--- src/rtl/udq_pkg.sv ---
package udq_pkg;

    // Which descriptor a request asks for.
    typedef enum logic [1:0] {
        UDQ_SEL_EP2  = 2'b00,
        UDQ_SEL_EP3  = 2'b01,
        UDQ_SEL_OSC  = 2'b10,
        UDQ_SEL_QUAL = 2'b11
    } udq_sel_t;

    // Byte sequencer states.
    typedef enum logic [1:0] {
        UDQ_ST_IDLE = 2'b00,
        UDQ_ST_RD   = 2'b01,
        UDQ_ST_WT   = 2'b10,
        UDQ_ST_SEND = 2'b11
    } udq_state_t;

    // Descriptor lengths in bytes.
    localparam logic [3:0] UDQ_EP_LEN_N   = 4'h7;
    localparam logic [3:0] UDQ_OSC_LEN_N  = 4'h9;
    localparam logic [3:0] UDQ_QUAL_LEN_N = 4'hA;

    // Endpoint descriptor bytes.
    localparam logic [7:0] UDQ_EP_LEN       = 8'h07;
    localparam logic [7:0] UDQ_EP_TYPE      = 8'h05;
    localparam logic [7:0] UDQ_EP2_ADDR     = 8'h02;
    localparam logic [7:0] UDQ_EP2_ATTR     = 8'h02;
    localparam logic [7:0] UDQ_EP2_INTERVAL = 8'h00;
    localparam logic [15:0] UDQ_EP2_MPS_HS  = 16'h0200;
    localparam logic [15:0] UDQ_EP2_MPS_FS  = 16'h0040;
    localparam logic [7:0] UDQ_EP3_ADDR     = 8'h83;
    localparam logic [7:0] UDQ_EP3_ATTR     = 8'h03;
    localparam logic [15:0] UDQ_EP3_MPS     = 16'h0010;
    localparam logic [7:0] UDQ_EP3_INT_DEF  = 8'h04;

    // Other-speed configuration descriptor bytes.
    localparam logic [7:0] UDQ_OSC_LEN      = 8'h09;
    localparam logic [7:0] UDQ_OSC_TYPE     = 8'h07;
    localparam logic [15:0] UDQ_OSC_TOTLEN  = 16'h0027;
    localparam logic [7:0] UDQ_OSC_NUMIF    = 8'h01;
    localparam logic [7:0] UDQ_OSC_CFGVAL   = 8'h01;
    localparam logic [7:0] UDQ_OSC_ICFG     = 8'h00;
    localparam logic [7:0] UDQ_OSC_ATTR_BAS = 8'h80;
    localparam logic [7:0] UDQ_OSC_ATTR_WK  = 8'h20;
    localparam logic [7:0] UDQ_OSC_ATTR_SP  = 8'h40;
    localparam logic [7:0] UDQ_OSC_PWR_SELF = 8'h01;
    localparam logic [7:0] UDQ_OSC_PWR_BUS  = 8'hFA;

    // Device qualifier descriptor bytes.
    localparam logic [7:0] UDQ_QUAL_LEN     = 8'h0A;
    localparam logic [7:0] UDQ_QUAL_TYPE    = 8'h06;
    localparam logic [15:0] UDQ_QUAL_BCD    = 16'h0200;
    localparam logic [7:0] UDQ_QUAL_CLASS   = 8'hFF;
    localparam logic [7:0] UDQ_QUAL_SUBCL   = 8'h00;
    localparam logic [7:0] UDQ_QUAL_PROTO   = 8'hFF;
    localparam logic [7:0] UDQ_QUAL_MPS0    = 8'h40;
    localparam logic [7:0] UDQ_QUAL_NUMCFG  = 8'h01;
    localparam logic [7:0] UDQ_QUAL_RSVD    = 8'h00;

    // Configuration memory image: one interval byte, then a full and a high speed set.
    localparam int UDQ_MEM_AW = 5;
    localparam logic [4:0] UDQ_MEM_EP3_INT = 5'h00;
    localparam logic [4:0] UDQ_MEM_FS_BASE = 5'h01;
    localparam logic [4:0] UDQ_MEM_HS_BASE = 5'h0F;

    // Offsets within one speed set.
    localparam logic [4:0] UDQ_SO_TOTLO  = 5'h00;
    localparam logic [4:0] UDQ_SO_TOTHI  = 5'h01;
    localparam logic [4:0] UDQ_SO_NUMIF  = 5'h02;
    localparam logic [4:0] UDQ_SO_CFGVAL = 5'h03;
    localparam logic [4:0] UDQ_SO_ICFG   = 5'h04;
    localparam logic [4:0] UDQ_SO_ATTR   = 5'h05;
    localparam logic [4:0] UDQ_SO_PWR    = 5'h06;
    localparam logic [4:0] UDQ_SO_CLASS  = 5'h07;
    localparam logic [4:0] UDQ_SO_SUBCL  = 5'h08;
    localparam logic [4:0] UDQ_SO_PROTO  = 5'h09;
    localparam logic [4:0] UDQ_SO_BCDLO  = 5'h0A;
    localparam logic [4:0] UDQ_SO_BCDHI  = 5'h0B;
    localparam logic [4:0] UDQ_SO_MPS0   = 5'h0C;
    localparam logic [4:0] UDQ_SO_NUMCFG = 5'h0D;

endpackage : udq_pkg

--- src/rtl/udq_desc_image.sv ---
`timescale 1ns/1ps

// What this block does
// - Endpoint descriptors report fixed length 07h, type 05h.
// - Endpoint two: address 02h, bulk, interval 00h.
// - Bulk-out max packet 512 at high speed.
// - Bulk interval always zero; host ignores it.
// - Endpoint three: address 83h, interrupt, packet 10h.
// - Of the endpoint bytes, only endpoint three interval comes from memory.
// - Without memory, interrupt interval is 04h.
// - Other-speed config: length 09h, type 07h.
// - Other-speed total length reports 0027h.
// - One interface, value 01h, string index overridable.
// - Other-speed attributes default A0h when bus powered with the strap set (E0h self powered), memory overridable.
// - Remote wake strap shapes attributes default.
// - Max power 01h self, FAh bus, overridable.
// - Other-speed uses the opposite speed's stored set.
// - Qualifier reports length 0Ah, type 06h, fixed.
// - Qualifier: release 0200h, packet 40h, one config, zero.
// - Qualifier class bytes default FFh, 00h, FFh.
// - Qualifier memory values use the opposite speed.
module udq_desc_image
    import udq_pkg::*;
(
    // Clock and reset.
    input wire logic mclk_i,
    input wire logic resetn_i,
    // Configuration memory loader.
    input wire logic cfg_present_i,
    input wire logic cfg_we_i,
    input wire logic [4:0] cfg_addr_i,
    input wire logic [7:0] cfg_data_i,
    // Straps and operating status.
    input wire logic remote_wake_strap_i,
    input wire logic self_powered_i,
    input wire logic high_speed_i,
    // Descriptor request.
    input wire logic req_valid_i,
    input wire logic [1:0] req_sel_i,
    input wire logic [15:0] req_len_i,
    output logic req_ready_o,
    // Descriptor byte stream.
    output logic byte_valid_o,
    output logic [7:0] byte_data_o,
    output logic byte_last_o,
    input wire logic byte_ready_i,
    // End of transfer.
    output logic done_o
);

    // Sequencer state and byte position.
    udq_state_t state_q, state_d;
    udq_sel_t sel_q;
    logic [3:0] idx_q;
    logic [3:0] cnt_q;

    // Operating status frozen when a request is taken.
    logic hs_q;
    logic sp_q;
    logic present_q;

    // Strap capture after reset.
    logic strap_q;
    logic strap_taken_q;

    // Registers behind the outputs.
    logic req_ready_q;
    logic byte_valid_q;
    logic [7:0] byte_data_q;
    logic byte_last_q;
    logic done_q;

    // Returns {from_memory, memory address, fixed or default value}.
    // The address sum wraps in five bits; the image has 32 entries.
    function automatic logic [13:0] udq_mem(input logic [4:0] base, input logic [4:0] off,
                                            input logic [7:0] dflt);
        logic [4:0] a;
        a = 5'(base + off);
        udq_mem = {1'b1, a, dflt};
    endfunction : udq_mem

    // Byte selection for every descriptor, by offset.
    // Offsets past the end land in the default items and are never sent.
    function automatic logic [13:0] udq_pick(input udq_sel_t sel, input logic [3:0] idx,
                                             input logic hs, input logic [4:0] base,
                                             input logic [7:0] attr, input logic [7:0] pwr);
        logic [13:0] r;
        logic [15:0] mps;

        r = 14'h0000;
        mps = hs ? UDQ_EP2_MPS_HS : UDQ_EP2_MPS_FS;
        case (sel)
            // Bulk-out endpoint: every byte is hard-wired.
            UDQ_SEL_EP2: begin
                case (idx)
                    4'h0: r[7:0] = UDQ_EP_LEN;
                    4'h1: r[7:0] = UDQ_EP_TYPE;
                    4'h2: r[7:0] = UDQ_EP2_ADDR;
                    4'h3: r[7:0] = UDQ_EP2_ATTR;
                    4'h4: r[7:0] = mps[7:0];
                    4'h5: r[7:0] = mps[15:8];
                    default: r[7:0] = UDQ_EP2_INTERVAL;
                endcase
            end

            // Interrupt endpoint: only the polling interval may come from memory.
            UDQ_SEL_EP3: begin
                case (idx)
                    4'h0: r[7:0] = UDQ_EP_LEN;
                    4'h1: r[7:0] = UDQ_EP_TYPE;
                    4'h2: r[7:0] = UDQ_EP3_ADDR;
                    4'h3: r[7:0] = UDQ_EP3_ATTR;
                    4'h4: r[7:0] = UDQ_EP3_MPS[7:0];
                    4'h5: r[7:0] = UDQ_EP3_MPS[15:8];
                    default: r = {1'b1, UDQ_MEM_EP3_INT, UDQ_EP3_INT_DEF};
                endcase
            end

            // Other-speed configuration: length and type stay fixed.
            UDQ_SEL_OSC: begin
                case (idx)
                    4'h0: r[7:0] = UDQ_OSC_LEN;
                    4'h1: r[7:0] = UDQ_OSC_TYPE;
                    4'h2: r = udq_mem(base, UDQ_SO_TOTLO, UDQ_OSC_TOTLEN[7:0]);
                    4'h3: r = udq_mem(base, UDQ_SO_TOTHI, UDQ_OSC_TOTLEN[15:8]);
                    4'h4: r = udq_mem(base, UDQ_SO_NUMIF, UDQ_OSC_NUMIF);
                    4'h5: r = udq_mem(base, UDQ_SO_CFGVAL, UDQ_OSC_CFGVAL);
                    4'h6: r = udq_mem(base, UDQ_SO_ICFG, UDQ_OSC_ICFG);
                    4'h7: r = udq_mem(base, UDQ_SO_ATTR, attr);
                    default: r = udq_mem(base, UDQ_SO_PWR, pwr);
                endcase
            end

            // Device qualifier: length, type and the reserved byte stay fixed.
            default: begin
                case (idx)
                    4'h0: r[7:0] = UDQ_QUAL_LEN;
                    4'h1: r[7:0] = UDQ_QUAL_TYPE;
                    4'h2: r = udq_mem(base, UDQ_SO_BCDLO, UDQ_QUAL_BCD[7:0]);
                    4'h3: r = udq_mem(base, UDQ_SO_BCDHI, UDQ_QUAL_BCD[15:8]);
                    4'h4: r = udq_mem(base, UDQ_SO_CLASS, UDQ_QUAL_CLASS);
                    4'h5: r = udq_mem(base, UDQ_SO_SUBCL, UDQ_QUAL_SUBCL);
                    4'h6: r = udq_mem(base, UDQ_SO_PROTO, UDQ_QUAL_PROTO);
                    4'h7: r = udq_mem(base, UDQ_SO_MPS0, UDQ_QUAL_MPS0);
                    4'h8: r = udq_mem(base, UDQ_SO_NUMCFG, UDQ_QUAL_NUMCFG);
                    default: r[7:0] = UDQ_QUAL_RSVD;
                endcase
            end
        endcase
        udq_pick = r;
    endfunction : udq_pick

    // Request decode: descriptor size and the length actually sent.
    wire udq_sel_t req_sel = udq_sel_t'(req_sel_i);
    wire logic req_take = req_valid_i && req_ready_q;
    wire logic [3:0] desc_len = (req_sel == UDQ_SEL_OSC) ? UDQ_OSC_LEN_N :
                                (req_sel == UDQ_SEL_QUAL) ? UDQ_QUAL_LEN_N : UDQ_EP_LEN_N;
    wire logic req_short = req_len_i < {12'h000, desc_len};
    wire logic [3:0] send_len = req_short ? req_len_i[3:0] : desc_len;

    // The byte in hand is the final one of this transfer.
    wire logic last_byte = (idx_q == 4'(cnt_q - 4'h1));

    // Defaults that depend on the strap and the power mode.
    // Bus powered with the strap set gives A0h; self powered adds bit 6.
    wire logic [7:0] attr_wake = strap_q ? UDQ_OSC_ATTR_WK : 8'h00;
    wire logic [7:0] attr_self = sp_q ? UDQ_OSC_ATTR_SP : 8'h00;
    wire logic [7:0] attr_def = UDQ_OSC_ATTR_BAS | attr_wake | attr_self;
    wire logic [7:0] pwr_def = sp_q ? UDQ_OSC_PWR_SELF : UDQ_OSC_PWR_BUS;

    // The stored set for the other speed feeds both speed-dependent descriptors.
    // Running high speed reads the full speed set, and the other way round.
    wire logic [4:0] set_base = hs_q ? UDQ_MEM_FS_BASE : UDQ_MEM_HS_BASE;

    // Current byte selection and the memory answer it needs.
    // Without memory present every byte falls back to its default.
    wire logic [13:0] pick = udq_pick(sel_q, idx_q, hs_q, set_base, attr_def, pwr_def);
    wire logic pick_mem = pick[13];
    wire logic [4:0] pick_addr = pick[12:8];
    wire logic [7:0] pick_fixed = pick[7:0];
    wire logic [7:0] mem_rdata;
    wire logic [7:0] byte_next = (pick_mem && present_q) ? mem_rdata : pick_fixed;

    // The memory read address follows the selection; data are valid one cycle later.
    // Fixed bytes also drive a read address, but that answer is ignored.
    udq_cfg_mem u_mem (
        .mclk_i (mclk_i),
        .resetn_i (resetn_i),
        .we_i (cfg_we_i),
        .waddr_i (cfg_addr_i),
        .wdata_i (cfg_data_i),
        .raddr_i (pick_addr),
        .rdata_o (mem_rdata)
    );

    // Strap is caught once, on the first edge after reset is released.
    // Later strap changes have no effect until the next reset.
    always_ff @(posedge mclk_i or negedge resetn_i) begin
        if (!resetn_i) begin
            strap_q <= 1'b0;
            strap_taken_q <= 1'b0;
        end else if (!strap_taken_q) begin
            strap_q <= remote_wake_strap_i;
            strap_taken_q <= 1'b1;
        end
    end

    // Sequencer next state; each byte costs a read, a wait and a send.
    always_comb begin
        state_d = state_q;
        case (state_q)
            // An empty request is finished without leaving idle.
            UDQ_ST_IDLE: begin
                if (req_take && (send_len != 4'h0)) begin
                    state_d = UDQ_ST_RD;
                end
            end

            // The memory answers one cycle after its read address.
            UDQ_ST_RD: state_d = UDQ_ST_WT;
            UDQ_ST_WT: state_d = UDQ_ST_SEND;

            // The byte stays on offer until the consumer takes it.
            UDQ_ST_SEND: begin
                if (byte_ready_i) begin
                    state_d = last_byte ? UDQ_ST_IDLE : UDQ_ST_RD;
                end
            end
            default: state_d = UDQ_ST_IDLE;
        endcase
    end

    // Request context is held for the whole transfer so live status cannot tear it.
    // Power mode and memory presence are frozen together with the speed.
    always_ff @(posedge mclk_i or negedge resetn_i) begin
        if (!resetn_i) begin
            sel_q <= UDQ_SEL_EP2;
            cnt_q <= 4'h0;
            hs_q <= 1'b0;
            sp_q <= 1'b0;
            present_q <= 1'b0;
        end else if (req_take) begin
            sel_q <= req_sel;
            cnt_q <= send_len;
            hs_q <= high_speed_i;
            sp_q <= self_powered_i;
            present_q <= cfg_present_i;
        end
    end

    // State, byte index and the ready flag.
    // Ready comes from the next state, so it falls on the take edge itself.
    always_ff @(posedge mclk_i or negedge resetn_i) begin
        if (!resetn_i) begin
            state_q <= UDQ_ST_IDLE;
            idx_q <= 4'h0;
            req_ready_q <= 1'b0;
        end else begin
            state_q <= state_d;
            req_ready_q <= (state_d == UDQ_ST_IDLE);
            if (req_take) begin
                idx_q <= 4'h0;
            end else if ((state_q == UDQ_ST_SEND) && byte_ready_i) begin
                idx_q <= 4'(idx_q + 4'h1);
            end
        end
    end

    // Output byte stays stable until the consumer takes it.
    // Only valid and last fall when a byte is taken; the data are left as they were.
    always_ff @(posedge mclk_i or negedge resetn_i) begin
        if (!resetn_i) begin
            byte_valid_q <= 1'b0;
            byte_data_q <= 8'h00;
            byte_last_q <= 1'b0;
        end else if (state_q == UDQ_ST_WT) begin
            byte_valid_q <= 1'b1;
            byte_data_q <= byte_next;
            byte_last_q <= last_byte;
        end else if ((state_q == UDQ_ST_SEND) && byte_ready_i) begin
            byte_valid_q <= 1'b0;
            byte_last_q <= 1'b0;
        end
    end

    // Done pulses after the last byte, or at once for a zero-length request.
    // An empty request never leaves idle, so its end is flagged here.
    always_ff @(posedge mclk_i or negedge resetn_i) begin
        if (!resetn_i) begin
            done_q <= 1'b0;
        end else begin
            done_q <= (req_take && (send_len == 4'h0)) ||
                      ((state_q == UDQ_ST_SEND) && byte_ready_i && last_byte);
        end
    end

    // Every output comes straight from its flip-flop.
    assign req_ready_o = req_ready_q;
    assign byte_valid_o = byte_valid_q;
    assign byte_data_o = byte_data_q;
    assign byte_last_o = byte_last_q;
    assign done_o = done_q;

endmodule : udq_desc_image

--- src/rtl/udq_cfg_mem.sv ---
`timescale 1ns/1ps

// Small image of the descriptor bytes copied in from configuration memory.
module udq_cfg_mem
    import udq_pkg::*;
(
    // Clock and reset.
    input wire logic mclk_i,
    input wire logic resetn_i,
    // Write port from the loader.
    input wire logic we_i,
    input wire logic [4:0] waddr_i,
    input wire logic [7:0] wdata_i,
    // Registered read port.
    input wire logic [4:0] raddr_i,
    output logic [7:0] rdata_o
);

    localparam int UDQ_DEPTH = 1 << UDQ_MEM_AW;

    logic [7:0] mem_q [UDQ_DEPTH];
    logic [7:0] rdata_q;

    // The array carries no reset so it maps onto plain storage.
    always_ff @(posedge mclk_i) begin
        if (we_i) begin
            mem_q[waddr_i] <= wdata_i;
        end
    end

    // Read data come from a register, one cycle after the address.
    always_ff @(posedge mclk_i or negedge resetn_i) begin
        if (!resetn_i) begin
            rdata_q <= 8'h00;
        end else begin
            rdata_q <= mem_q[raddr_i];
        end
    end

    assign rdata_o = rdata_q;

endmodule : udq_cfg_mem

--- config.mk ---
export PLATFORM = sky130hd
export DESIGN_NAME = udq_desc_image
export DESIGN_NICKNAME = d
export VERILOG_FILES = /design/src/rtl/udq_pkg.sv /design/src/rtl/udq_desc_image.sv /design/src/rtl/udq_cfg_mem.sv
export SDC_FILE = /design/constraint.sdc
export NUM_CORES = 1
export LEC_CHECK = 0
export ABC_AREA = 1
export BUFFER_PORTS_ARGS = -buffer_cell sky130_fd_sc_hd__buf_2
export CAP_MARGIN = 30
export CORE_MARGIN = 2
export CORE_UTILIZATION = 50
export DETAILED_ROUTE_END_ITERATION = 8
export PLACE_DENSITY = 0.78
export SYNTH_ARGS = -nofsm -noshare
export SYNTH_HDL_FRONTEND = slang
export SYNTH_SLANG_ARGS = --single-unit
--- constraint.sdc ---
create_clock -name mclk_i -period 3 [get_ports mclk_i]
set_clock_uncertainty 0.05 [all_clocks]
set_input_delay 0.75 -clock mclk_i [delete_from_list [all_inputs] [get_ports mclk_i]]
set_output_delay 0.75 -clock mclk_i [all_outputs]
set_load 0.01 [all_outputs]
After elaboration in Yosys (flattened, before gate mapping)
Memories as Yosys holds them, arrays and structs flattened. A register that Yosys moved wholly into a read port is not among the register bits.
Cells that the tools add are included.
Widths: inputs -> output; s select.
{"block": "totals", "reg_bits": 29, "ramBits": 256, "output_inout_bits": 12, "n_memories": 1}
{"block": "op_classes", "add_sub_neg": 15, "magnitude_cmp": 1, "eq_ne": 16, "mux": 29, "n_bitwise": 1, "reduce_logical": 22}
{"name": "u_mem.mem_q", "depth": 32, "word_bits": 8, "read_ports": 1, "rd_ports_with_merged_regs": 1, "wr": 1, "line_no": "udq_cfg_mem.sv:21", "text": "logic [7:0] mem_q [UDQ_DEPTH];"}
{"operator": "$pmux 8 s6", "count": 3}
{"operator": "$pmux 6 s7", "count": 2}
{"operator": "$pmux 8 s5", "count": 1}
{"operator": "$add 4x4->5 const B", "count": 6}
{"operator": "$mux 4", "count": 6}
{"operator": "$pmux 8 s3", "count": 1}
{"operator": "$add 4x3->5 const B", "count": 4}
{"operator": "$pmux 6 s3", "count": 1}
{"operator": "$eq 4x3->1 const B", "count": 4}
{"operator": "$lt 16x4->1", "count": 1}
{"operator": "$mux 8", "count": 2}
{"operator": "$mux 6", "count": 2}
{"operator": "$add 4x2->5 const B", "count": 2}
{"operator": "$eq 2x2->1 const B", "count": 5}
{"operator": "$mux 10", "count": 1}
{"operator": "$reduce_or 2->1", "count": 5}
{"operator": "$eq 4x2->1 const B", "count": 2}
{"operator": "$logic_not 4->1", "count": 2}
{"operator": "$or 8x7->8", "count": 1}
{"operator": "$pmux 2 s4", "count": 1}
{"operator": "$mux 7", "count": 1}
{"operator": "$logic_and 1x1->1", "count": 6}
{"operator": "$logic_not 2->1", "count": 3}
{"operator": "$mux 1", "count": 6}
{"operator": "13 further kinds", "count": 16}

Logic depth before layout (Yosys ltp)
Gate-level depths: netlist of run 1.
{"block": "depth", "word_depth": 10, "ltp_mapped": 17}

Hierarchy
From an unflattened synthesis of run 1, not the netlist that was laid out.
{"block": "hier_totals", "cells_unflattened": 1304, "hier_area_um2": 13321.5}
{"mod": "udq_cfg_mem", "n_inst": 1, "cells_per_inst": 922, "area_each_um2": 10826.6, "seq_area_each_um2": 7887.6}
{"mod": "udq_desc_image", "n_inst": 1, "cells_per_inst": 382, "area_each_um2": 2494.9, "seq_area_each_um2": 725.7}

Worst setup path before layout of run 1
Ideal clock, no wire load.
{"block": "synth_path", "path_type": "flip-flop to flip-flop", "startpoint": "register idx_q[0]", "endpoint": "register u_mem.rdata_q[5] (netlist: u_mem.rdata_o[5]), read port of u_mem.mem_q", "setup_time_ns": 0.118, "t_arrival_ns": 2.487, "t_required_ns": 2.832, "path_slack_ns": 0.345, "stages_incl_launch_ff": 16, "synth_period_minus_slack_ns": 2.655, "path_cell_list": "dfrtp_1 -> inv_1 -> ha_1 -> nand3_2 -> inv_1 -> nand2_1 -> ha_1 -> xor2_1 -> nor2_1 -> nor4_1 -> a21oi_4 -> inv_2 -> buf_4 -> nand3_1 -> nand3_1 -> nand2_1"}
{"block": "synth_between", "elab_chain_cells": 4, "word_cells_on_any_way": 13, "cone_classes": "eq/ne (8); mux (3); reduce/logical (2)"}
{"item": "from (decl)", "line_no": "udq_desc_image.sv:54", "text": "logic [3:0] idx_q;"}
{"item": "from (signal assigned)", "line_no": "udq_desc_image.sv:264", "text": "idx_q <= 4'(idx_q + 4'h1);"}
{"item": "$eq 4x1->1 / $logic_not 4->1 (equally long branches)", "line_no": "udq_desc_image.sv:121", "text": "case (idx)"}
{"item": "$reduce_or 2->1 (no source line)"}
{"item": "$pmux 6 s7", "line_no": "udq_desc_image.sv:121"}
{"item": "$pmux 6 s3 (*)", "line_no": "udq_desc_image.sv:92", "text": "case (sel)"}
{"item": "to (decl)", "line_no": "udq_cfg_mem.sv:22", "text": "logic [7:0] rdata_q;"}
Every way passes the cells marked *; elsewhere a longest branch is shown, timed or not.
A chain may end at the register's enable or synchronous reset.

Worst setup path after layout of run 1
{"block": "layout_path", "startpoint": "register idx_q[1]", "endpoint": "register u_mem.rdata_q[3] (netlist: u_mem.rdata_o[3]), read port of u_mem.mem_q"}
Same word-level chain as after synthesis.

==> results of run 1 <==
metrics by stage:
step / instances / worst slack [ps]
global route: 1650 / -27.3
finish: 1651 / 118
floorplan: 1211 / 345
CTS: 1646 / 6.40
detailed placement: 1589 / -125
global placement: 1589 / -94.4
synthesized netlist by cell type (all sizes together):
cell type,n,area share
ha,18,0.017
o22ai,1,0.00048
a31oi,2,0.00095
nor2,61,0.019
mux2,1,0.00086
a21boi,1,0.00057
edfxtp,256,0.59
nand4,4,0.0019
and3,1,0.00048
xnor2,3,0.0020
nor3,5,0.0019
buf,43,0.022
a21oi,18,0.0077
xor2,5,0.0033
a22oi,2,0.0011
o311ai,1,0.00067
fa,1,0.0015
a211oi,1,0.00057
nand3,356,0.14
a221oi,1,0.00067
clkinv,1,0.00029
inv,48,0.014
clkbuf,21,0.0060
dfrtp,37,0.070
o21bai,2,0.0011
nand3b,3,0.0017
conb,1,0.00029
o2111ai,1,0.00067
nand2,266,0.078
o21ai,35,0.014
or2,3,0.0014
o221ai,1,0.00067
o211ai,6,0.0034
o21a,1,0.00057
nor4,4,0.0019
worst max path at each step:
stage / startpoint / end / slack (ps) / cells after the start
2_1_floorplan: idx_q[0]$_DFFE_PN0P_ / u_mem.rdata_o[5]$_DFF_PN0_ / 350 / 15
3_3_place_gp: idx_q[0]$_DFFE_PN0P_ / u_mem.rdata_o[7]$_DFF_PN0_ / -90 / 15
3_5_place_dp: idx_q[0]$_DFFE_PN0P_ / u_mem.rdata_o[7]$_DFF_PN0_ / -130 / 15
4_1_cts: idx_q[1]$_DFFE_PN0P_ / u_mem.rdata_o[6]$_DFF_PN0_ / 6 / 16
5_1_grt: idx_q[1]$_DFFE_PN0P_ / u_mem.rdata_o[5]$_DFF_PN0_ / -30 / 18
6_report: idx_q[1]$_DFFE_PN0P_ / u_mem.rdata_o[3]$_DFF_PN0_ / 120 / 16
per-layer routing:
| layer | global-route usage | routed length [µm] | up-vias |
|---|---|---|---|
| met2 | 0.400 | 16700 | 563 |
| met4 | 0.0953 | 1430 | 2 |
| met5 | 0 | 13 | - |
| met3 | 0.0474 | 3270 | 99 |
| met1 | 0.314 | 13100 | 4717 |
| li1 | - | - | 4471 |
registers in the layout (all words and copies together), names as in the netlist, 2 cells and up:
signal	flops
byte_data_o	8
cnt_q	4
idx_q	4
sel_q	2
state_q	2
u_mem.mem_q	256
u_mem.rdata_o	8
kinds of logic (layout without fill, tap and decap cells):
kind of cell	Yosys count	count (layout)	synth area share
simple gates	703	703	0.243
compound gates	73	73	0.0337
mux	1	1	0.000857
fa+ha+maj	19	19	0.0187
xor+xnor	8	8	0.00533
other cells	1	2	0.000285
flops	293	293	0.655
buf+inv	113	217	0.0424
area by class of cell:
cell class,instances,area [µm²]
antenna,1,2.50
clock buffer,34,766
clock inverter,22,251
fill,2085,10700
inverter,49,194
multi-input combinational,805,4070
sequential,293,8610
tap,335,419
timing repair buffer,112,922
power breakdown:
part	switching [µW]	internal [µW]
Combinational	4290	2200
Sequential	245	4720
Clock	1550	2260
Total	6080	9170
timing repair:
action / 4_1_cts / 5_1_grt
setup endpoints to repair: 8 / 8
gates cloned: 1 / 3
gates resized for setup: 4 / 26
buffers inserted: 0 / 1
==> summary.txt, run 1 <==
Outcome
  – Outcome: completed

STA
  – Crit path time final: 2880 ps
  – Final setup viols: 0
  – Final Hold Vio Count: 0
  – Slew headroom: 0.435
  – WHS: 235 ps
  – Fin Setup TNS: 0 ps
  – Slew Viols, Final: 0
  – Crit share post-route: 0.961
  – Fmax: between 0.3 and 0.4 GHz
  – Worst-Margin Slew: 848 ps

Place
  – Placer Congestion: 0.975
  – Post-DP HPWL: 20.9 mm
  – Port Buffers: ~50
  – DP Area: around 14000 µm²

Logic synthesis
  – Cell Area, Synth: 13100 µm²
  – Cells after Synth: 1211
  – Synth Net Count: 1270
  – Distinct cell type count after synthesis: 48
  – Avg Inst Size Synth: 10.9 µm²
  – Yosys Warn Count: 0
  – Synth Register Bits: 293
  – Register area share after synthesis: 0.655

Floorplanning
  – FP Rows: 59
  – Die height: around 170 µm
  – Number of I/O pins: 52
  – Die Footprint: around 28000 µm²
  – Initial cell density of the core: 0.507
  – Core area: 25900 µm²
  – Die width: between 150 and 200 µm

Critical path
  – Cell with the most instances on the worst path: nand3_1
  – WP buf/inv: 3
  – Crit path max fanout: 16
  – Max incr delay on CP: 440 ps
  – Cell family with most CP delay: simple AND/OR/NAND/NOR gates
  – Reg2reg setup slack: 120 ps
  – CP max stage cell: fa_1
  – CP Cell Sequence: inv_2 > ha_4 > nand3_4 > ha_1 > fa_1 > a21oi_1 > nor2_1 > o21ai_0 > nand2_1 > nand2_2 > inv_2 > buf_12 > nand3_1 > nand3_1 > nand3_1 > nand2_1
  – R2R Path End: u_mem.rdata_o[3]$_DFF_PN0_
  – CP endpoint kind: flop
  – Worst R2R Start: idx_q[1]$_DFFE_PN0P_
  – Reg2Reg Depth: 16
  – Arrival time at the worst endpoint: 3260 ps
  – CP Class: flop to flop
  – Worst EP required: 3380 ps
  – Setup crit start kind: flop

Power and ir drop
  – Pleak: ~0.0059 µW
  – Maximum vdd ir drop: 0.767 mV
  – Power, Total: 15300 µW
  – Power Density: 1000 nW/µm²

Layout
  – Post-route design area: between 15000 and 20000 µm²
  – Synth-to-Final Area Change: 15.9%
  – Share of cells above drive strength 1: 0.154
  – Final-stage net count: between 1000 and 1500
  – Layout Utilization: 0.588
  – Most frequent cells in the layout: nand3_1 (342), nand2_1 (258), edfxtp_1 (256)
  – Most common cell after layout, fill and taps aside: nand3_1

Detailed routing
  – Post-route ant nets: 0
  – DR WL/cell: 20.9 µm
  – Drt drc: 0
  – DR pass1 iterations: 7
  – Vias: ~9900
  – DR iter-0 viols: about 1400
  – Via-to-Cell Ratio: 5.97
  – Total Routed Length: 34.5 mm

CTS
  – CTS sink cnt: around 290
  – Clock root cell: clkbuf_16
  – Clock buffer depth: 3
  – Clock slew seen by the registers of the worst setup and hold paths: 60 ps
  – Htree depth: 1
  – CTS buffer count: 30
  – Hold buffers post-CTS: 0
  – CTS tree: done
  – Worst skew pair latency: 590 ps

GRT
  – Largest net degree at the start of global routing: 89
  – Global route overflow: 0
  – First-pass GRT wire length: 52.2 mm
  – Vias in the first global route: 9471
  – Initial antenna violation count: 2
  – GRT Total Usage: 0.241

Run
  – Max-Cap Viols: 0

Min path
  – HP Class: primary input to asynchronous set/reset pin
(Power assumes the default switching activity.)
==> run 2: changes to the inputs <==
--- a/config.mk
+++ b/config.mk
@@ -10,6 +10,7 @@
 export CAP_MARGIN = 30
 export CORE_MARGIN = 2
 export CORE_UTILIZATION = 50
+export CTS_BUF_LIST = sky130_fd_sc_hd__clkbuf_4 sky130_fd_sc_hd__clkbuf_8
 export DETAILED_ROUTE_END_ITERATION = 8
 export PLACE_DENSITY = 0.78
 export SYNTH_ARGS = -nofsm -noshare
==> summary.txt, run 2 (same netlist as run 1, synthesis figures left out) <==
CTS
  – CTS sink cnt: 293 (unchanged)
  – Hold buffers post-CTS: 0 (unchanged)
  – Worst skew pair latency: 600 ps (about the same)
  – CTS buffer count: 46 (+53%)
  – Htree depth: 2 (+1)
  – Clock slew seen by the registers of the worst setup and hold paths: 60 ps (about the same)
  – Clock buffer depth: 3 (unchanged)
  – Clock root cell: clkbuf_8
  – CTS tree: done

Detailed routing
  – Vias: 9792 (-0.61%)
  – Post-route ant nets: 0 (unchanged)
  – DR pass1 iterations: 6 (-1)
  – Via-to-Cell Ratio: 5.86 (-1.8%)
  – Total Routed Length: 34.3 mm (-0.50%)
  – DR iter-0 viols: 1307 (-3.8%)
  – Drt drc: 0 (unchanged)
  – DR WL/cell: 20.5 µm (-1.7%)

Layout
  – Fillcell total: 2129 (+2.1%)
  – Share of cells above drive strength 1: 0.173 (+0.0193)
  – Final-stage net count: 1364 (+1.0%)
  – Synth-to-Final Area Change: 14.6%
  – Ant diodes: 0 (-1)
  – Most frequent cells in the layout: nand3_1 (340), nand2_1 (259), edfxtp_1 (256)
  – Most common cell after layout, fill and taps aside: nand3_1
  – Max reg flops: 256 (unchanged)
  – Fin cells: 1671 (+1.2%)
  – Largest register by flop count: u_mem.mem_q
  – Layout Utilization: 0.581 (-0.00662)

Critical path
  – Arrival time at the worst endpoint: 3410 ps (+150 ps)
  – CP max stage cell: fa_1
  – CP Cell Sequence: inv_2 > ha_4 > nand3_4 > ha_1 > fa_1 > a21oi_1 > nor2_1 > o21ai_0 > nand2_1 > nand2_1 > inv_2 > buf_12 > nand3_1 > nand3_1 > nand3_2 > nand2_1
  – Reg2Reg Depth: 16 (unchanged)
  – CP endpoint kind: flop
  – Max incr delay on CP: 490 ps (+50 ps)
  – CP Class: flop to flop
  – Cell with the most instances on the worst path: nand2_1
  – Setup crit start kind: flop
  – Worst EP required: 3470 ps (+90 ps)
  – Crit path max fanout: 16 (unchanged)

Power and ir drop
  – Maximum vdd ir drop: 0.647 mV (-16%)
  – Pint: 8650 µW (-5.7%)
  – Power Density: 973 nW/µm² (-2.9%)
  – Sw Ratio: 0.409 (+0.0106)
  – Combinational share of power: 0.432 (+0.007)
  – Pleak: 0.00585 µW (-0.64%)
  – Sequential Power Share: 0.339 (+0.014)
  – Net switching power: 6000 µW (-1.4%)
  – Clock power share: 0.229 (-0.021)

Floorplanning
  – Die height: 166 µm (unchanged)
  – Initial cell density of the core: 0.507 (unchanged)
  – Die width: 166 µm (unchanged)
  – FP Rows: 59 (unchanged)
  – Core area: 25900 µm² (unchanged)
  – Number of I/O pins: 52 (unchanged)
  – Die Footprint: 27600 µm² (unchanged)

Run
  – Max-Cap Viols: 0 (unchanged)

GRT
  – Global route overflow: 0 (unchanged)
  – First-pass GRT wire length: 52.6 mm (+0.73%)
  – Vias in the first global route: 9437 (-0.36%)
  – Initial antenna violation count: 0 (-2)
  – GRT Total Usage: 0.244 (+0.00321)
  – Largest net degree at the start of global routing: 89 (unchanged)

Place
  – Post-DP HPWL: 20.9 mm (unchanged)
  – DP Cell Count: 1589 (unchanged)
  – Port Buffers: 51 (unchanged)
  – Placer Congestion: 0.975 (unchanged)
  – Pre-CTS WS: -125 ps (unchanged)

STA
  – Final WS setup: 63.0 ps (-55.4 ps)
  – Slew headroom: 0.420 (-0.0151)
  – Final Hold Vio Count: 0 (unchanged)
  – Unrepaired setup endpoints after global routing: true
  – Fin Setup TNS: 0 ps (unchanged)
  – Crit share post-route: 0.979 (+0.0185)
  – Fmax: 0.340 GHz (-1.9%)
  – Crit path time final: 2940 ps (+55.4 ps)
  – Slew Viols, Final: 0 (unchanged)
  – Worst-Margin Slew: 870 ps (+22.6 ps)
  – Final setup viols: 0 (unchanged)

Min path
  – HP Class: primary input to asynchronous set/reset pin

Outcome
  – Outcome: completed
run 2: cell types whose count changed in the layout (fill, tap and decap cells not counted), sizes merged:
cell and change:
bufinv -4, buf -1, bufbuf +1, clkinv -7, inv +2, clkbuf +30
diode -1
run 2: what timing repair did:
item / CTS / global route
cloned: 1 / 1
endpoints found under the setup margin: 8 / 8
setup buffers: 0 / 1
resized for setup: 5 / 21
hold endpoints to repair: 0 / 0
run 2: routing by layer:
layer  wire, µm  up-vias  GRT usage  part of all wire
met2      16800      557      0.408              0.49
met4        937        0     0.0817             0.027
li1           -     4505          -                 -
met3       3060       76     0.0453             0.089
met5          0        -          0                 0
met1      13500     4654      0.324              0.39
run 2: area by class of cell:
type	count	area [µm²]	share of cell area
multi-input combinational	805	4070	0.270
clock buffer	66	802	0.0532
sequential	293	8620	0.572
timing repair buffer	110	866	0.0575
inverter	49	189	0.0125
tap	335	419	0.0278
clock inverter	13	100	0.00665
run 2: path summary, 6_finish.rpt:
check | to | startpoint | slack (ps)
worst max-delay path | u_mem.rdata_o[6]$_DFF_PN0_ | idx_q[1]$_DFFE_PN0P_ | 60
worst min-delay path | sp_q$_DFFE_PN0P_ | resetn_i | 240
worst max register to register | u_mem.rdata_o[6]$_DFF_PN0_ | idx_q[1]$_DFFE_PN0P_ | 60
worst min register to register | byte_data_o[6]$_DFFE_PN0P_ | byte_data_o[6]$_DFFE_PN0P_ | 420
max in group asynchronous | idx_q[0]$_DFFE_PN0P_ | resetn_i | 2050
min in group mclk_i | present_q$_DFFE_PN0P_ | cfg_present_i | 340
run 2: critical path, delay by kind of cell, from the launching register on:
family / cells / cell delay [ps]
DFF: 1 / 440
and+or+nand+nor: 8 / 930
buffers and inverters: 3 / 470
adders and majority gates: 3 / 860
AOI/OAI and AO/OA: 2 / 140
run 2: power by group through the flow:
stage               Sequential, µW  Combinational, µW  Clock, µW
floorplan                     4940               4230          0
global placement              5020               5770          0
detailed placement            5030               5880          0
CTS                           4950               6020       3380
global route                  4980               6900       3580
finish                        4970               6320       3360
run 2: through the flow:
stage               power, µW  area (µm²)  hold WS [ps]
global route            15500       15100           283
detailed placement      10900       14000           412
floorplan                9170       13100           393
finish                  14700       15100           235
CTS                     14400       14900           251
global placement        10800       14000           409
==> run 3: changes to the inputs <==
--- a/config.mk
+++ b/config.mk
@@ -12,7 +12,8 @@
 export CORE_UTILIZATION = 50
 export CTS_BUF_LIST = sky130_fd_sc_hd__clkbuf_4 sky130_fd_sc_hd__clkbuf_8
 export DETAILED_ROUTE_END_ITERATION = 8
-export PLACE_DENSITY = 0.78
+export HOLD_SLACK_MARGIN = 0.02
+export PLACE_DENSITY = 0.8
 export SYNTH_ARGS = -nofsm -noshare
 export SYNTH_HDL_FRONTEND = slang
 export SYNTH_SLANG_ARGS = --single-unit
==> constraint.sdc (replaced) <==
create_clock -name mclk_i -period 2.4 [get_ports mclk_i]
set_clock_uncertainty 0.05 [all_clocks]
set_input_delay 0.6 -clock mclk_i [delete_from_list [all_inputs] [get_ports mclk_i]]
set_output_delay 0.6 -clock mclk_i [all_outputs]
set_load 0.01 [all_outputs]
==> summary.txt, run 3 (same netlist as run 1, synthesis figures left out) <==
Power and ir drop
  – Pleak: 0.00649 µW (+11%)
  – Maximum vdd ir drop: 0.760 mV (+17%)
  – Power, Total: 21300 µW (+46%)
  – Power Density: 1290 nW/µm² (+33%)

Critical path
  – Cell family with most CP delay: adder cells
  – Crit path max fanout: 13 (-3)
  – CP Cell Sequence: inv_2 > ha_4 > nand3_4 > ha_4 > fa_2 > a21oi_2 > nor2_1 > o21ai_1 > nand2_1 > nand2_4 > inv_4 > buf_12 > nand3_1 > nand3_1 > nand3_1 > nand2_1
  – Reg2Reg Depth: 16 (unchanged)
  – Cell with the most instances on the worst path: nand3_1
  – CP Class: flop to flop
  – CP endpoint kind: flop
  – Reg2reg setup slack: -320 ps (-390 ps)
  – Arrival time at the worst endpoint: 3190 ps (-220 ps)
  – WP buf/inv: 3 (unchanged)
  – R2R Path End: u_mem.rdata_o[7]$_DFF_PN0_
  – Worst R2R Start: idx_q[1]$_DFFE_PN0P_
  – Critical Path Sink: u_mem.rdata_o[7]$_DFF_PN0_
  – Critical path depth in cells: 16 (unchanged)
  – CP max stage cell: fa_2
  – Critical path origin: idx_q[1]$_DFFE_PN0P_
  – Max incr delay on CP: 520 ps (+30 ps)
  – Setup crit start kind: flop
  – Worst EP required: 2870 ps (-600 ps)

Detailed routing
  – DR pass1 iterations: 6 (unchanged)
  – DR WL/cell: 22.3 µm (+8.6%)
  – DR iter-0 viols: 1572 (+20%)
  – Via-to-Cell Ratio: 6.09 (+3.9%)
  – Post-route ant nets: 0 (unchanged)
  – Drt drc: 0 (unchanged)
  – Total Routed Length: 39.3 mm (+15%)
  – Vias: 10700 (+9.5%)

Floorplanning
  – Initial cell density of the core: 0.507 (unchanged)
  – Core area: 25900 µm² (unchanged)
  – Die height: 166 µm (unchanged)
  – Die width: 166 µm (unchanged)
  – Die Footprint: 27600 µm² (unchanged)
  – FP Rows: 59 (unchanged)
  – Number of I/O pins: 52 (unchanged)

STA
  – Fmax: 0.367 GHz (+7.8%)
  – Slew Viols, Final: 0 (unchanged)
  – Worst-Margin Slew: 818 ps (-52.4 ps)
  – WHS: 15.1 ps (-220 ps)
  – Final setup viols: 15 (+15)
  – Crit share post-route: 1.13 (+0.156)
  – Slew headroom: 0.455 (+0.0349)
  – Unrepaired setup endpoints after global routing: true
  – Final WS setup: -324 ps (-387 ps)
  – Final Hold Vio Count: 0 (unchanged)
  – Crit path time final: 2720 ps (-213 ps)

CTS
  – Clock buffer depth: 3 (unchanged)
  – Htree depth: 2 (unchanged)
  – Worst skew pair latency: 590 ps (about the same)
  – CTS tree: done
  – Clock root cell: clkbuf_8
  – Hold buffers post-CTS: 0 (unchanged)
  – CTS buffer count: 46 (unchanged)
  – Clock slew seen by the registers of the worst setup and hold paths: 70 ps (about the same)
  – CTS sink cnt: 293 (unchanged)

Layout
  – Largest register by flop count: u_mem.mem_q
  – Synth-to-Final Area Change: 25.4%
  – Layout Utilization: 0.636 (+0.0548)
  – Fillcell total: 1850 (-13%)
  – Most common cell after layout, fill and taps aside: nand3_1
  – Ant diodes: 0 (unchanged)
  – Share of cells above drive strength 1: 0.264 (+0.0913)
  – Final-stage net count: 1449 (+6.2%)
  – Max reg flops: 256 (unchanged)
  – Post-route design area: 16500 µm² (+9.4%)
  – Most frequent cells in the layout: nand3_1 (294), edfxtp_1 (256), nand2_1 (253)

Place
  – Port Buffers: 51 (unchanged)
  – Placer Congestion: 0.929 (-4.6%)
  – Pre-CTS WS: -357 ps (-232 ps)
  – Post-DP HPWL: 22.1 mm (+5.7%)
  – DP Area: 14600 µm² (+4.1%)

Min path
  – HP Class: primary input to asynchronous set/reset pin

GRT
  – Largest net degree at the start of global routing: 89 (unchanged)
  – Vias in the first global route: 10100 (+7.4%)
  – Global route overflow: 0 (unchanged)
  – Initial antenna violation count: 0 (unchanged)
  – GRT Total Usage: 0.254 (+0.0103)
  – First-pass GRT wire length: 55.0 mm (+4.6%)

Outcome
  – Outcome: finished, violations left
  – Failing checks: negative setup slack

Run
  – Max-Cap Viols: 0 (unchanged)
run 3: changes by cell type in the layout (fill, tap and decap cells not counted), sizes merged:
cell,delta
inv,-2
clkinvlp,-1
nand2,+1
clkbuf,+2
clkinv,+15
buf,+77
bufbuf,-1
run 3: routing by layer:
metal | wire length, µm | track usage | vias to the layer above
li1 | - | - | 4689
met1 | 14200 | 0.331 | 5066
met2 | 18700 | 0.416 | 813
met3 | 4570 | 0.0469 | 155
met4 | 1850 | 0.121 | 0
met5 | 0 | 0 | -
run 3: timing repair:
item,in CTS,in global routing
endpoints found under the hold margin,0,0
resized for setup,34,84
cloned,4,11
pin swaps,14,18
setup buffers,4,11
setup endpoints to repair,16,16
run 3: layout make-up:
cell class              instances  area [µm²]  share of cell area
multi-input cells             806        4450               0.270
clock inverters                24         151             0.00919
well taps                     335         419              0.0254
repair buffers                193        1870               0.114
inverters                      49         204              0.0124
flip-flops and latches        293        8620               0.523
clock buffers                  61         758              0.0460
repair inverters                1        6.26            0.000380
run 3: worst min path at each step:
stage / start / endpoint
2_1_floorplan: resetn_i / byte_data_o[0]$_DFFE_PN0P_
3_3_place_gp: byte_data_o[5]$_DFFE_PN0P_ / byte_data_o[5]$_DFFE_PN0P_
3_5_place_dp: present_q$_DFFE_PN0P_ / present_q$_DFFE_PN0P_
4_1_cts: resetn_i / u_mem.rdata_o[7]$_DFF_PN0_
5_1_grt: resetn_i / byte_data_o[7]$_DFFE_PN0P_
6_report: resetn_i / byte_data_o[7]$_DFFE_PN0P_
run 3: per-stage QoR:
| stage | TNS [ps] | cells |
|---|---|---|
| floorplan | -499 | 1211 |
| global placement | -2160 | 1647 |
| detailed placement | -2820 | 1647 |
| CTS | -1950 | 1740 |
| global route | -4880 | 1762 |
| finish | -2760 | 1762 |
run 3: report_power, final:
group,internal [µW],total [µW],switching [µW],leakage (µW)
registers,5900,6180,282,0.00276
clock network,2190,4210,2020,0.000485
logic,4370,11000,6580,0.00325
